[src/clkgen_ctrl_pkg.sv]
// Constants and types of the serial control port.
package clkgen_ctrl_pkg;

   // ----------------------------------------------------------------------
   // Bank geometry and link addressing.
   // ----------------------------------------------------------------------
   localparam int         NUM_REGS                 = 5;
   localparam int         REG_AW                   = 3;
   localparam logic [2:0] IDX_FREQ_SELECT_CONTROL  = 3'h0;
   localparam logic [2:0] IDX_CPU_CLOCK_ENABLES    = 3'h1;
   localparam logic [2:0] IDX_PCI_CLOCK_ENABLES    = 3'h2;
   localparam logic [2:0] IDX_MEMORY_CLOCK_ENABLES = 3'h3;
   localparam logic [2:0] IDX_EXTRA_CLOCK_ENABLES  = 3'h4;
   localparam logic [2:0] IDX_LAST                 = 3'h4;
   localparam logic [6:0] SLAVE_ADDR7              = 7'h69;  // Write byte D2, read byte D3.
   localparam logic       DIR_READ                 = 1'b1;
   localparam logic [7:0] UNMAPPED_READ            = 8'h00;

   // ----------------------------------------------------------------------
   // Field positions.
   // ----------------------------------------------------------------------
   localparam int FSC_TRISTATE_BIT  = 0;
   localparam int FSC_SPREAD_EN_BIT = 1;
   localparam int FSC_CODE_MSB_BIT  = 2;
   localparam int FSC_SOFT_SEL_BIT  = 3;
   localparam int FSC_CODE_LO_LSB   = 4;
   localparam int FSC_DEPTH_BIT     = 7;
   localparam int CPU_STRAP_BIT     = 0;
   localparam int CPU_EN_LSB        = 1;
   localparam int PCI_FREE_BIT      = 6;
   localparam int PCI_STRAP_BIT     = 7;
   localparam int EXTRA_USB_BIT     = 5;
   localparam int EXTRA_SIO_BIT     = 6;

   // ----------------------------------------------------------------------
   // Power-up values and writable bit masks.
   // ----------------------------------------------------------------------
   localparam logic [7:0] RST_FREQ_SELECT_CONTROL  = 8'h00;
   localparam logic [7:0] RST_CPU_CLOCK_ENABLES    = 8'hFF;
   localparam logic [7:0] RST_PCI_CLOCK_ENABLES    = 8'hFF;
   localparam logic [7:0] RST_MEMORY_CLOCK_ENABLES = 8'hFF;
   localparam logic [7:0] RST_EXTRA_CLOCK_ENABLES  = 8'hFF;
   localparam logic [7:0] WMASK_FREQ_SELECT        = 8'hFF;
   localparam logic [7:0] WMASK_CPU_CLOCK          = 8'h0E;
   localparam logic [7:0] WMASK_PCI_CLOCK          = 8'h5F;
   localparam logic [7:0] WMASK_MEMORY_CLOCK       = 8'hFF;
   localparam logic [7:0] WMASK_EXTRA_CLOCK        = 8'h7F;

   // Cycles after reset before straps are trusted.
   localparam logic [1:0] STRAP_SETTLE_CYCLES      = 2'h3;

   // ----------------------------------------------------------------------
   // Types.
   // ----------------------------------------------------------------------
   typedef enum logic [2:0] {
      ST_IDLE   = 3'b000,
      ST_RX     = 3'b001,
      ST_ACK    = 3'b010,
      ST_TX     = 3'b011,
      ST_MACK   = 3'b100,
      ST_TXLOAD = 3'b101
   } link_state_t;

   typedef enum logic [1:0] {
      STG_ADDR  = 2'b00,
      STG_CMD   = 2'b01,
      STG_COUNT = 2'b10,
      STG_DATA  = 2'b11
   } byte_stage_t;

endpackage

[src/reg_port_if.sv]
// Link controller to register bank carrier.
`timescale 1ns/10ps
`default_nettype none
interface reg_port_if;
   logic        wr_en;
   logic [2:0]  addr;
   logic [7:0]  wr_data;
   logic [7:0]  rd_data;
   logic [39:0] contents;

   modport bank (input wr_en, input addr, input wr_data, output rd_data, output contents);
   modport ctrl (output wr_en, output addr, output wr_data, input rd_data, input contents);
endinterface
`default_nettype wire

[src/line_sync.sv]
// Two-flop synchroniser for pins from outside the clock domain.
`timescale 1ns/10ps
`default_nettype none
module line_sync #(
   parameter int              W       = 1,
   parameter logic [W-1:0]    RST_VAL = '1
) (
   input  wire logic         i_clk,     // System clock.
   input  wire logic         i_resetn,  // Synchronous reset, active low.
   input  wire logic [W-1:0] i_async,   // Raw pin levels.
   output logic      [W-1:0] o_sync     // Levels after two flops.
);
   logic [W-1:0] meta_ff;

   // ----------------------------------------------------------------------
   // Synchroniser chain.
   // ----------------------------------------------------------------------
   // Only the second stage reads the first.
   always_ff @(posedge i_clk) begin
      if (!i_resetn) begin
         meta_ff <= RST_VAL;
         o_sync  <= RST_VAL;
      end else begin
         meta_ff <= i_async;
         o_sync  <= meta_ff;
      end
   end
endmodule
`default_nettype wire

[src/ctrl_reg_bank.sv]
// Register bank: masked writes, strap overlay, registered read.
`timescale 1ns/10ps
`default_nettype none
module ctrl_reg_bank
   import clkgen_ctrl_pkg::*;
(
   input  wire logic       i_clk,     // System clock.
   input  wire logic       i_resetn,  // Synchronous power-up reset, active low.
   input  wire logic [1:0] i_straps,  // Latched inverted strap bits 1:0.
   reg_port_if.bank        port       // Access from the link controller.
);
   logic [7:0] regs_ff [NUM_REGS];
   logic [7:0] view    [NUM_REGS];
   logic [7:0] rst_val [NUM_REGS];
   logic [7:0] wmask   [NUM_REGS];
   logic [7:0] rd_data_ff;

   assign rst_val = '{RST_FREQ_SELECT_CONTROL, RST_CPU_CLOCK_ENABLES, RST_PCI_CLOCK_ENABLES,
                      RST_MEMORY_CLOCK_ENABLES, RST_EXTRA_CLOCK_ENABLES};
   assign wmask   = '{WMASK_FREQ_SELECT, WMASK_CPU_CLOCK, WMASK_PCI_CLOCK,
                      WMASK_MEMORY_CLOCK, WMASK_EXTRA_CLOCK};

   // ----------------------------------------------------------------------
   // Storage.
   // ----------------------------------------------------------------------
   // Only reset loads defaults; read-only and reserved bits ignore writes.
   always_ff @(posedge i_clk) begin
      for (int r = 0; r < NUM_REGS; r++) begin
         if (!i_resetn) begin
            regs_ff[r] <= rst_val[r];
         end else if (port.wr_en && port.addr == 3'(r)) begin
            regs_ff[r] <= (port.wr_data & wmask[r]) | (regs_ff[r] & ~wmask[r]);
         end
      end
   end

   // Read view with the latched straps overlaid.
   always_comb begin
      for (int r = 0; r < NUM_REGS; r++) begin
         view[r] = regs_ff[r];
      end
      view[IDX_CPU_CLOCK_ENABLES][CPU_STRAP_BIT] = i_straps[0];
      view[IDX_PCI_CLOCK_ENABLES][PCI_STRAP_BIT] = i_straps[1];
   end

   // ----------------------------------------------------------------------
   // Registered read port.
   // ----------------------------------------------------------------------
   always_ff @(posedge i_clk) begin
      if (!i_resetn) begin
         rd_data_ff <= UNMAPPED_READ;
      end else begin
         rd_data_ff <= (port.addr <= IDX_LAST) ? view[port.addr] : UNMAPPED_READ;
      end
   end

   assign port.rd_data  = rd_data_ff;
   assign port.contents = {view[4], view[3], view[2], view[1], view[0]};
endmodule
`default_nettype wire

[src/clock_gen_serial_control.sv]
// Serial control port and output enables of a clock synthesizer.
//
// How it works
// Slave only; master may read registers back.
// Writes start at register zero.
// Defaults work without serial access.
// Data sampled only on clock rise, stable high.
// Data fall/rise with clock high: start/stop.
// Eight-bit bytes, each followed by acknowledge.
// Write address byte is 1101 0010.
// Device pulls data low to acknowledge bytes.
// Command and count bytes acked, ignored.
// Data bytes fill registers zero upward.
// Address byte 1101 0011 reads registers back.
// Defaults load only at true power-up.
// Register zero bit 0 tristates all outputs.
// Register zero bit 1 enables spread spectrum.
// Bit 3 picks software code over straps.
// Software code is bit 2 then 6:4.
// Register one: CPU enables, strap bit zero.
// Register two: bus enables, strap bit one.
// Register three: memory clocks 7..0.
// Register four: fixed outputs, memory 12..8.
// Disabled output low; no truncated high period.
// Output runs only if register and pin agree.
// Register zero bit 7 picks spread depth.
// Reads follow write order; strap bits read-only.
`timescale 1ns/10ps
`default_nettype none
module clock_gen_serial_control
   import clkgen_ctrl_pkg::*;
#(
   parameter int NUM_PROC = 3,   // Processor clock outputs.
   parameter int NUM_BUS  = 5,   // Gated bus clock outputs.
   parameter int NUM_MEM  = 13   // Memory clock outputs.
) (
   input  wire logic                i_clk,                 // 200 MHz system clock.
   input  wire logic                i_resetn,              // Power-up reset, active low.
   input  wire logic                i_ctrl_clock_line,     // Serial clock pin level.
   input  wire logic                i_ctrl_data_line,      // Serial data pin level.
   output logic                     o_ctrl_data_line,      // Data drive, always 0.
   output logic                     o_ctrl_data_line_oe_n, // Low while pulling data low.
   input  wire logic                i_strap_freq_bit0_inv, // Strap pin, inverted bit 0.
   input  wire logic                i_strap_freq_bit1_inv, // Strap pin, inverted bit 1.
   input  wire logic                i_proc_stop_n,         // Processor clock stop.
   input  wire logic                i_bus_stop_n,          // Gated bus clock stop.
   input  wire logic                i_mem_stop_n,          // Memory clock stop.
   input  wire logic [3:0]          i_clk_src_level,       // Source clock levels per group.
   output logic [NUM_PROC-1:0]      o_proc_clock_en,       // Processor clock enables.
   output logic                     o_free_running_bus_clock_en, // Free-running bus clock.
   output logic [NUM_BUS-1:0]       o_bus_clock_en,        // Gated bus clock enables.
   output logic [NUM_MEM-1:0]       o_mem_clock_en,        // Memory clock enables.
   output logic                     o_usb48_clock_en,      // 48 MHz output enable.
   output logic                     o_sio_clock_en,        // 24/14 MHz output enable.
   output logic                     o_outputs_tristate,    // All clock outputs high-Z.
   output logic                     o_spread_enable,       // Spread modulation on.
   output logic                     o_spread_wide,         // 1: 0.5 %, 0: 0.25 % depth.
   output logic                     o_soft_select,         // Frequency from software code.
   output logic [3:0]               o_soft_freq_code,      // Software frequency code.
   output logic [1:0]               o_strap_latched        // Latched inverted straps.
);

   localparam int NUM_EN = NUM_PROC + 1 + NUM_BUS + NUM_MEM + 2;

   // ----------------------------------------------------------------------
   // Pin synchronisation.
   // ----------------------------------------------------------------------
   logic [1:0] line_s;
   logic [1:0] strap_s;
   logic [2:0] stop_s;
   logic [3:0] src_s;

   // Idle lines sit high; resetting high avoids a false start.
   line_sync #(.W(2), .RST_VAL(2'h3)) u_line_sync (
      .i_clk    (i_clk),
      .i_resetn (i_resetn),
      .i_async  ({i_ctrl_data_line, i_ctrl_clock_line}),
      .o_sync   (line_s)
   );

   line_sync #(.W(9), .RST_VAL(9'h1FF)) u_misc_sync (
      .i_clk    (i_clk),
      .i_resetn (i_resetn),
      .i_async  ({i_clk_src_level, i_mem_stop_n, i_bus_stop_n, i_proc_stop_n,
                  i_strap_freq_bit1_inv, i_strap_freq_bit0_inv}),
      .o_sync   ({src_s, stop_s, strap_s})
   );

   // ----------------------------------------------------------------------
   // Strap capture.
   // ----------------------------------------------------------------------
   logic [1:0] strap_ff;
   logic [1:0] settle_ff;
   logic       strap_done_ff;

   // Straps are caught once, after the synchroniser fills;
   // nothing but reset re-reads them.
   always_ff @(posedge i_clk) begin
      if (!i_resetn) begin
         strap_ff      <= 2'h0;
         settle_ff     <= 2'h0;
         strap_done_ff <= 1'b0;
      end else if (!strap_done_ff) begin
         settle_ff <= settle_ff + 2'h1;
         if (settle_ff == STRAP_SETTLE_CYCLES) begin
            strap_ff      <= strap_s;
            strap_done_ff <= 1'b1;
         end
      end
   end

   // ----------------------------------------------------------------------
   // Line event detection.
   // ----------------------------------------------------------------------
   logic scl_q_ff;
   logic sda_q_ff;

   always_ff @(posedge i_clk) begin
      if (!i_resetn) begin
         scl_q_ff <= 1'b1;
         sda_q_ff <= 1'b1;
      end else begin
         scl_q_ff <= line_s[0];
         sda_q_ff <= line_s[1];
      end
   end

   wire scl      = line_s[0];
   wire sda      = line_s[1];
   wire scl_rise = scl & ~scl_q_ff;
   wire scl_fall = ~scl & scl_q_ff;
   // Data moves only with the clock low, so a data edge
   // with the clock high marks a frame.
   wire start_ev = scl & scl_q_ff & sda_q_ff & ~sda;
   wire stop_ev  = scl & scl_q_ff & ~sda_q_ff & sda;

   // ----------------------------------------------------------------------
   // Link state.
   // ----------------------------------------------------------------------
   link_state_t state_ff, nxt_state;
   byte_stage_t stage_ff, nxt_stage;
   logic [3:0]  bit_cnt_ff, nxt_bit_cnt;
   logic [7:0]  shift_ff, nxt_shift;
   logic [2:0]  ptr_ff, nxt_ptr;
   logic        read_ff, nxt_read;
   logic        oe_n_ff, nxt_oe_n;
   logic        drv_ff;

   reg_port_if regs ();

   wire byte_done  = (bit_cnt_ff == 4'h8);
   wire addr_match = (shift_ff[7:1] == SLAVE_ADDR7);
   wire ptr_next_en = (ptr_ff <= IDX_LAST);
   wire [2:0] ptr_inc = ptr_next_en ? ptr_ff + 3'h1 : ptr_ff;

   // Data bytes are written at the fall opening their acknowledge.
   assign regs.wr_en   = (state_ff == ST_RX) && scl_fall && byte_done
                         && (stage_ff == STG_DATA) && !start_ev && !stop_ev;
   assign regs.addr    = ptr_ff;
   assign regs.wr_data = shift_ff;

   // Slave next state. Frame markers win, so a repeated
   // start resynchronises the slave in any state.
   always_comb begin
      nxt_state   = state_ff;
      nxt_stage   = stage_ff;
      nxt_bit_cnt = bit_cnt_ff;
      nxt_shift   = shift_ff;
      nxt_ptr     = ptr_ff;
      nxt_read    = read_ff;
      nxt_oe_n    = oe_n_ff;
      if (start_ev) begin
         nxt_state   = ST_RX;
         nxt_stage   = STG_ADDR;
         nxt_bit_cnt = 4'h0;
         nxt_oe_n    = 1'b1;
      end else if (stop_ev) begin
         nxt_state = ST_IDLE;
         nxt_oe_n  = 1'b1;
      end else begin
         case (state_ff)
            ST_IDLE: begin
               nxt_oe_n = 1'b1;
            end
            ST_RX: begin
               if (scl_rise && !byte_done) begin
                  nxt_shift   = {shift_ff[6:0], sda};
                  nxt_bit_cnt = bit_cnt_ff + 4'h1;
               end else if (scl_fall && byte_done) begin
                  nxt_state = ST_ACK;
                  nxt_oe_n  = 1'b0;
                  case (stage_ff)
                     STG_ADDR: begin
                        nxt_read = shift_ff[0];
                        nxt_ptr  = IDX_FREQ_SELECT_CONTROL;
                        if (!addr_match) begin
                           nxt_state = ST_IDLE;
                           nxt_oe_n  = 1'b1;
                        end
                     end
                     STG_CMD:   nxt_stage = STG_COUNT;
                     STG_COUNT: nxt_stage = STG_DATA;
                     STG_DATA:  nxt_ptr   = ptr_inc;
                     default:   nxt_stage = STG_DATA;
                  endcase
               end
            end
            ST_ACK: begin
               if (scl_fall) begin
                  nxt_oe_n    = 1'b1;
                  nxt_bit_cnt = 4'h0;
                  nxt_state   = ST_RX;
                  if (stage_ff == STG_ADDR) begin
                     nxt_stage = STG_CMD;
                     if (read_ff == DIR_READ) begin
                        nxt_state   = ST_TX;
                        nxt_shift   = regs.rd_data;
                        nxt_oe_n    = regs.rd_data[7];
                        nxt_bit_cnt = 4'h1;
                        nxt_ptr     = ptr_inc;
                     end
                  end
               end
            end
            ST_TX: begin
               if (scl_fall) begin
                  if (byte_done) begin
                     nxt_state = ST_MACK;
                     nxt_oe_n  = 1'b1;
                  end else begin
                     nxt_shift   = {shift_ff[6:0], 1'b0};
                     nxt_oe_n    = shift_ff[6];
                     nxt_bit_cnt = bit_cnt_ff + 4'h1;
                  end
               end
            end
            ST_MACK: begin
               // A high acknowledge from the master ends the read.
               if (scl_rise) begin
                  nxt_state = sda ? ST_IDLE : ST_TXLOAD;
               end
            end
            ST_TXLOAD: begin
               if (scl_fall) begin
                  nxt_state   = ST_TX;
                  nxt_shift   = regs.rd_data;
                  nxt_oe_n    = regs.rd_data[7];
                  nxt_bit_cnt = 4'h1;
                  nxt_ptr     = ptr_inc;
               end
            end
            default: begin
               nxt_state = ST_IDLE;
               nxt_oe_n  = 1'b1;
            end
         endcase
      end
   end

   always_ff @(posedge i_clk) begin
      if (!i_resetn) begin
         state_ff   <= ST_IDLE;
         stage_ff   <= STG_ADDR;
         bit_cnt_ff <= 4'h0;
         shift_ff   <= 8'h00;
         ptr_ff     <= IDX_FREQ_SELECT_CONTROL;
         read_ff    <= 1'b0;
         oe_n_ff    <= 1'b1;
         drv_ff     <= 1'b0;
      end else begin
         state_ff   <= nxt_state;
         stage_ff   <= nxt_stage;
         bit_cnt_ff <= nxt_bit_cnt;
         shift_ff   <= nxt_shift;
         ptr_ff     <= nxt_ptr;
         read_ff    <= nxt_read;
         oe_n_ff    <= nxt_oe_n;
         drv_ff     <= 1'b0;
      end
   end

   // Open-drain pin: the slave only ever pulls low.
   assign o_ctrl_data_line      = drv_ff;
   assign o_ctrl_data_line_oe_n = oe_n_ff;

   // ----------------------------------------------------------------------
   // Register bank.
   // ----------------------------------------------------------------------
   ctrl_reg_bank u_bank (
      .i_clk    (i_clk),
      .i_resetn (i_resetn),
      .i_straps (strap_ff),
      .port     (regs.bank)
   );

   wire [7:0] reg_fsc   = regs.contents[7:0];
   wire [7:0] reg_cpu   = regs.contents[15:8];
   wire [7:0] reg_pci   = regs.contents[23:16];
   wire [7:0] reg_mem   = regs.contents[31:24];
   wire [7:0] reg_extra = regs.contents[39:32];

   // ----------------------------------------------------------------------
   // Frequency and mode outputs.
   // ----------------------------------------------------------------------
   logic [7:0] fsc_ff;

   // A register copy keeps mode outputs on flops.
   always_ff @(posedge i_clk) begin
      if (!i_resetn) begin
         fsc_ff <= RST_FREQ_SELECT_CONTROL;
      end else begin
         fsc_ff <= reg_fsc;
      end
   end

   assign o_outputs_tristate = fsc_ff[FSC_TRISTATE_BIT];
   assign o_spread_enable    = fsc_ff[FSC_SPREAD_EN_BIT];
   assign o_spread_wide      = fsc_ff[FSC_DEPTH_BIT];
   assign o_soft_select      = fsc_ff[FSC_SOFT_SEL_BIT];
   assign o_soft_freq_code   = {fsc_ff[FSC_CODE_MSB_BIT],
                                fsc_ff[FSC_CODE_LO_LSB+2:FSC_CODE_LO_LSB]};
   assign o_strap_latched    = strap_ff;

   // ----------------------------------------------------------------------
   // Output enable gating.
   // ----------------------------------------------------------------------
   // Order: processor, free bus, gated bus, memory, 48 MHz, 24/14 MHz.
   wire [NUM_EN-1:0] want_en = {
      reg_extra[EXTRA_SIO_BIT],
      reg_extra[EXTRA_USB_BIT],
      reg_extra[NUM_MEM-9:0] & {(NUM_MEM-8){stop_s[2]}},
      reg_mem & {8{stop_s[2]}},
      reg_pci[NUM_BUS-1:0] & {NUM_BUS{stop_s[1]}},
      reg_pci[PCI_FREE_BIT],
      reg_cpu[CPU_EN_LSB+NUM_PROC-1:CPU_EN_LSB] & {NUM_PROC{stop_s[0]}}
   };

   logic [NUM_EN-1:0] en_ff;

   // Enables move only while the source clock is low, so a
   // running high period completes before the output parks low.
   for (genvar i = 0; i < NUM_EN; i++) begin : g_gate
      localparam int GRP = (i < NUM_PROC) ? 0 :
                           (i < NUM_PROC + 1 + NUM_BUS) ? 1 :
                           (i < NUM_PROC + 1 + NUM_BUS + NUM_MEM) ? 2 : 3;
      always_ff @(posedge i_clk) begin
         if (!i_resetn) begin
            en_ff[i] <= 1'b1;
         end else if (!src_s[GRP]) begin
            en_ff[i] <= want_en[i];
         end
      end
   end

   assign o_proc_clock_en             = en_ff[NUM_PROC-1:0];
   assign o_free_running_bus_clock_en = en_ff[NUM_PROC];
   assign o_bus_clock_en              = en_ff[NUM_PROC+NUM_BUS:NUM_PROC+1];
   assign o_mem_clock_en              = en_ff[NUM_EN-3:NUM_PROC+1+NUM_BUS];
   assign o_usb48_clock_en            = en_ff[NUM_EN-2];
   assign o_sio_clock_en              = en_ff[NUM_EN-1];

endmodule
`default_nettype wire

[config.mk]
export PLATFORM = sky130hd
export DESIGN_NAME = clock_gen_serial_control
export DESIGN_NICKNAME = d
export VERILOG_FILES = /design/src/clkgen_ctrl_pkg.sv /design/src/reg_port_if.sv /design/src/line_sync.sv /design/src/ctrl_reg_bank.sv /design/src/clock_gen_serial_control.sv
export SDC_FILE = /design/constraint.sdc
export NUM_CORES = 1
export LEC_CHECK = 0
export ABC_AREA = 1
export BUFFER_PORTS_ARGS = -buffer_cell sky130_fd_sc_hd__buf_2
export CORE_MARGIN = 10
export CORE_UTILIZATION = 59
export CTS_CLUSTER_SIZE = 28
export DETAILED_ROUTE_END_ITERATION = 10
export PLACE_DENSITY_LB_ADDON = 0.05
export SLEW_MARGIN = 0
export SYNTH_ARGS = -nofsm -noshare
export SYNTH_HDL_FRONTEND = slang
export SYNTH_HIERARCHICAL = 1
export SYNTH_SLANG_ARGS = --single-unit
[constraint.sdc]
create_clock -name i_clk -period 2.71 [get_ports i_clk]
set_input_delay 0.1355 -clock i_clk [delete_from_list [all_inputs] [get_ports i_clk]]
set_output_delay 0.1355 -clock i_clk [all_outputs]
set_load 0.05 [all_outputs]
Word level (Yosys, flattened, before mapping)
Memories as Yosys holds them, arrays and structs flattened.
Index checks and enable logic that the tools add are counted.
{ "op_classes": {"addsub": 3, "mul": 0, "div_mod_pow": 0, "magnitude_cmp": 2, "eq_ne": 36, "n_shift": 0, "muxes": 83, "bitwise": 31, "reduce_logical": 33} }
{ "op_table": {"columns": ["operator", "count"], "rows": [
  ["8-bit two-way mux", 14],
  ["3-bit two-way mux", 15],
  ["1-bit two-way mux", 32],
  ["8-bit one-hot mux with 4 select lines", 1],
  ["8-bit binary-select mux with 3-bit select", 1],
  ["4-bit != test, second input constant", 6],
  ["4-bit two-way mux", 5],
  ["10-bit AND reduction", 2],
  ["2-bit != test, second input constant", 9],
  ["3-bit one-hot mux with 6 select lines", 1],
  ["2-bit two-way mux", 8],
  ["7-bit by 8-bit bitwise OR with 8-bit output", 2],
  ["4-bit one-hot mux with 4 select lines", 1],
  ["8-bit AND reduction", 2],
  ["7-bit AND reduction", 2],
  ["3-bit by 2-bit == test with 1-bit output, second input constant", 4],
  ["1-bit logical AND", 12],
  ["6-bit AND reduction", 2],
  ["1-bit NOT", 11],
  ["5-bit AND", 2],
  ["3-bit == test, second input constant", 3],
  ["3-bit one-hot mux with 3 select lines", 1],
  ["8-bit AND", 1],
  ["4-bit by 8-bit bitwise OR with 8-bit output", 1],
  ["30 further kinds", 50]
]} }
{ "totals": {"reg_bits": 91, "latchBits": 0, "mem_bits_rw": 40, "rom_bits": 0, "in_bits": 13, "output_inout_bits": 36, "wordCells": 232, "memories": 1} }
{ "mem_list": {"columns": ["memory", "words", "word_bits", "rd", "rd_ports_with_merged_regs", "wr", "line", "rtl"], "rows": [
  ["u_bank.regs_ff", 5, 8, 5, 0, 5, "ctrl_reg_bank.sv:12", "logic [7:0] regs_ff [NUM_REGS];"]
]} }

Longest topological paths before layout
{ "logic_depth": {"ltp_word": 12, "mapped_depth": 12, "ltp_nobuf": 11} }

Cells and area by module
Netlist, hierarchy kept.
{ "by_module_without_submodules": {"columns": ["module", "n_inst", "cells_each", "area_per_inst_um2"], "rows": [
  ["clock_gen_serial_control", 1, 411, 2916.5],
  ["ctrl_reg_bank", 1, 194, 1826.8],
  ["line_sync (u_misc_sync)", 1, 56, 521.8],
  ["line_sync (u_line_sync)", 1, 12, 110.1]
]} }

Worst setup path after synthesis
Ideal clock, no wire load.
{ "synth_timing": {"kind": "reg-to-reg", "startpoint": "register bit_cnt_ff[0]", "endpoint": "memory u_bank.regs_ff[3][0], enable pin", "t_arrival_ps": 1948, "slack_ps": 378, "path_stages_with_launch": 11, "path_buffers": 0, "period_less_slack_ps": 2332, "cell_sequence": "dfxtp_1 inv_1 ha_1 nand2_1 nor2_1 nand2_1 nor3_1 inv_1 nor2_2 inv_2 o21ai_0"} }
{ "synth_rtl": {"columns": ["item", "line", "rtl"], "rows": [
  ["start, declared", "clock_gen_serial_control.sv:142", "logic [3:0] bit_cnt_ff, nxt_bit_cnt;"],
  ["start signal, assigned", "clock_gen_serial_control.sv:273", "bit_cnt_ff <= nxt_bit_cnt;"],
  ["end, declared", "ctrl_reg_bank.sv:12", null]
]} }

==> metrics <==
maximum clock rate 0.418 GHz; Worst-Margin Slew 0.853 ns; Synth Cell Area 5310 µm²; Max FO, Critical Path 8; vias 4404; CTS max path bufs 2; Worst Clk Skew roughly 0.0084 ns; Worst Path Required between 2 and 3 ns; layout cell share with drive strength beyond 1 15.9%; maxcap violations 0; Initial Util 60.6%; Final setup viols 0; row cnt 34; drt first pass iters 5; VDD IR-drop max 0.438 mV; Area Overhead vs Synth 18.1%; final instance area between 6000 and 7000 µm²; routed vias/inst 5.19; Core Footprint 8760 µm²; register area 2780 µm²; reg-to-reg startpoint bit_cnt_ff[0]$_SDFFE_PP0P_; Buffers on Ports 47; Die ar. approximately 13000 µm²; largest net degree at the start of global routing 50; FILL cells 705; slowest stage delay, CP between 0.3 and 0.4 ns; Slew Limit Fails 0; CP cell instances inv_1, ha_1, nand2_1, nor2_1, nand2_1, nor3_1, inv_1, nor2_2, inv_2, o21ai_0, buf_4; gr ovfl total 0; iteration-0 DRC count of the detailed router 396; dpl hpwl 8.73 mm; Total Wirelength around 12 mm; CTS tree done; Hold Startpoint i_resetn; leakage 2.84 nW; Final min period between 2 and 2.5 ns; count of final hold-check violations 0; Clock Sink Count 123; postcts setup bufs 0; area of placed instances between 5000 and 6000 µm²; RSZ-0062 raised after global routing no; vias in the first global route 4286; CP Class reg -> reg; Reg2Reg Setup Slack 0.32 ns; Slew HR 42.9%; Mapped Nets 682; crit path capture type flip-flop; CTS clk-pin slew, worst paths 0.06 ns; FF-to-FF End u_bank/regs_ff[3][4]$_SDFFCE_PN1P_; CTS H-Tree Depth 4; Worst Setup Slack, final 0.317 ns; initial antenna violation count 0; Multi-input gate area 2050 µm²; Setup TNS 0 ns; Worst Path Arrival 2.62 ns; syn avg cell area roughly 8 µm²; Remaining DRCs 0; Final period util 88.3%; clk root buf clkbuf_8; CTS buffer count 17; Die Y approximately 110 µm; CP max-delay cell dfxtp_1; Gate Count Post-Synth 664; Chip Width 115 µm; Hold Slack between 0.05 and 0.06 ns; Hold WC Path Type in -> reg; FF-to-FF path depth 11; status finished, final reports clean; antenna viol nets, final 0; Ys Warns 6; routability cong. roughly 0.9; Startpoint Class flip-flop; Min-Delay Path Depth 3; later-pin clock latency in the skew report 0.51 ns; Top Ports 49; global-route wire length before repair 20.5 mm; PwrDens 916 nW/µm²; mean routed wirelength per cell 14.7 µm; worst hold endpoint strap_done_ff$_SDFF_PN0_; nets@finish 745; antenna cells 0; GRT Total Usage 19.4%; Place WS roughly 0.42 ns
-- stage by stage --
stage          power [mW]  util, %  instances
2_1_floorplan        3.28        -        664
3_3_place_gp         3.51     63.7        805
3_5_place_dp         3.55     63.7        805
4_1_cts              5.76     71.6        848
5_1_grt              6.04     71.6        848
6_report             5.75     71.6        848
-- sequential cells by signal (all words and copies together) (netlist names), 2 cells and up --
name,cells
u_bank/regs_ff,32
o_mem_clock_en,13
u_misc_sync/meta_ff,9
u_misc_sync/o_sync,9
fsc_ff,8
regs.wr_data,8
u_bank/port.rd_data,8
o_bus_clock_en,5
bit_cnt_ff,4
o_proc_clock_en,3
ptr_ff,3
state_ff,3
o_strap_latched,2
settle_ff,2
stage_ff,2
u_line_sync/meta_ff,2
u_line_sync/o_sync,2
-- area by class of cell --
type                       instances  area share (%)
sequential                       123            44.4
timing repair buffer              63            6.10
inverter                          89            5.35
clock inverter                    13            2.07
multi-input combinational        433            32.7
tap                              108            2.15
clock buffer                      19            7.22
-- how the worst max path moves through the flow --
stage | slack, ns | cells after the start | from | end
final | 0.32 | 11 | bit_cnt_ff[0]$_SDFFE_PP0P_ | u_bank/regs_ff[3][4]$_SDFFCE_PN1P_
after global routing | 0.16 | 11 | bit_cnt_ff[1]$_SDFFE_PP0P_ | u_bank/regs_ff[2][0]$_SDFFCE_PN1P_
after CTS | 0.33 | 11 | bit_cnt_ff[0]$_SDFFE_PP0P_ | u_bank/regs_ff[3][4]$_SDFFCE_PN1P_
after detailed placement | 0.42 | 11 | bit_cnt_ff[0]$_SDFFE_PP0P_ | u_bank/regs_ff[2][4]$_SDFFCE_PN1P_
after global placement | 0.51 | 11 | bit_cnt_ff[0]$_SDFFE_PP0P_ | u_bank/regs_ff[3][1]$_SDFFCE_PN1P_
after floorplan | 0.38 | 10 | bit_cnt_ff[0]$_SDFFE_PP0P_ | u_bank/regs_ff[3][0]$_SDFFCE_PN1P_
-- where the power goes --
| group | total (mW) | switching [mW] | leakage [nW] | internal, mW |
|---|---|---|---|---|
| sequential | 2.12 | 0.102 | 0.993 | 2.01 |
| clock | 2.21 | 0.889 | 0.281 | 1.32 |
| combinational | 1.43 | 1.01 | 1.57 | 0.420 |
| total | 5.75 | 2.00 | 2.84 | 3.75 |
-- placed cells by master, fill, tap and decap left out, drive strengths merged, types with 2 or more instances in the layout --
cell type    instances
o21bai               2
a22oi               18
clkinvlp             2
o21ai               26
buf                 52
clkbuf              19
nand4                3
nand3               36
ha                   5
edfxtp              32
xor2                 4
nor2                70
inv                 93
nor3                 5
clkinv               6
a21oi               29
dlygate4sd3         11
nand2              230
dfxtp               91
o21a                 2
-- critical path, delay by kind of cell, from the launching register on --
kind / cells / cell delay, ns
adder cells (fa/ha/maj): 1 / 0.16
AND/OR/NAND/NOR: 5 / 0.87
AO/OA/AOI/OAI: 1 / 0.21
buffers and inverters: 4 / 0.52
flip-flops: 1 / 0.34
-- per-layer routing --
| layer | track usage [%] | up-vias | share of wire [%] |
|---|---|---|---|
| met4 | 8.83 | 0 | 2.0 |
| met1 | 23.6 | 2018 | 42 |
| met2 | 32.2 | 145 | 49 |
| met5 | 0 | - | 0 |
| li1 | - | 2215 | - |
| met3 | 4.22 | 26 | 6.7 |
-- what timing repair did --
action | CTS | global route
gates resized for setup | 0 | 0
endpoints found under the setup margin | 0 | 0
hold buffers | 11 | 0
hold endpoints to repair | 11 | 0
Note: power is estimated with default switching activity, not from simulation.
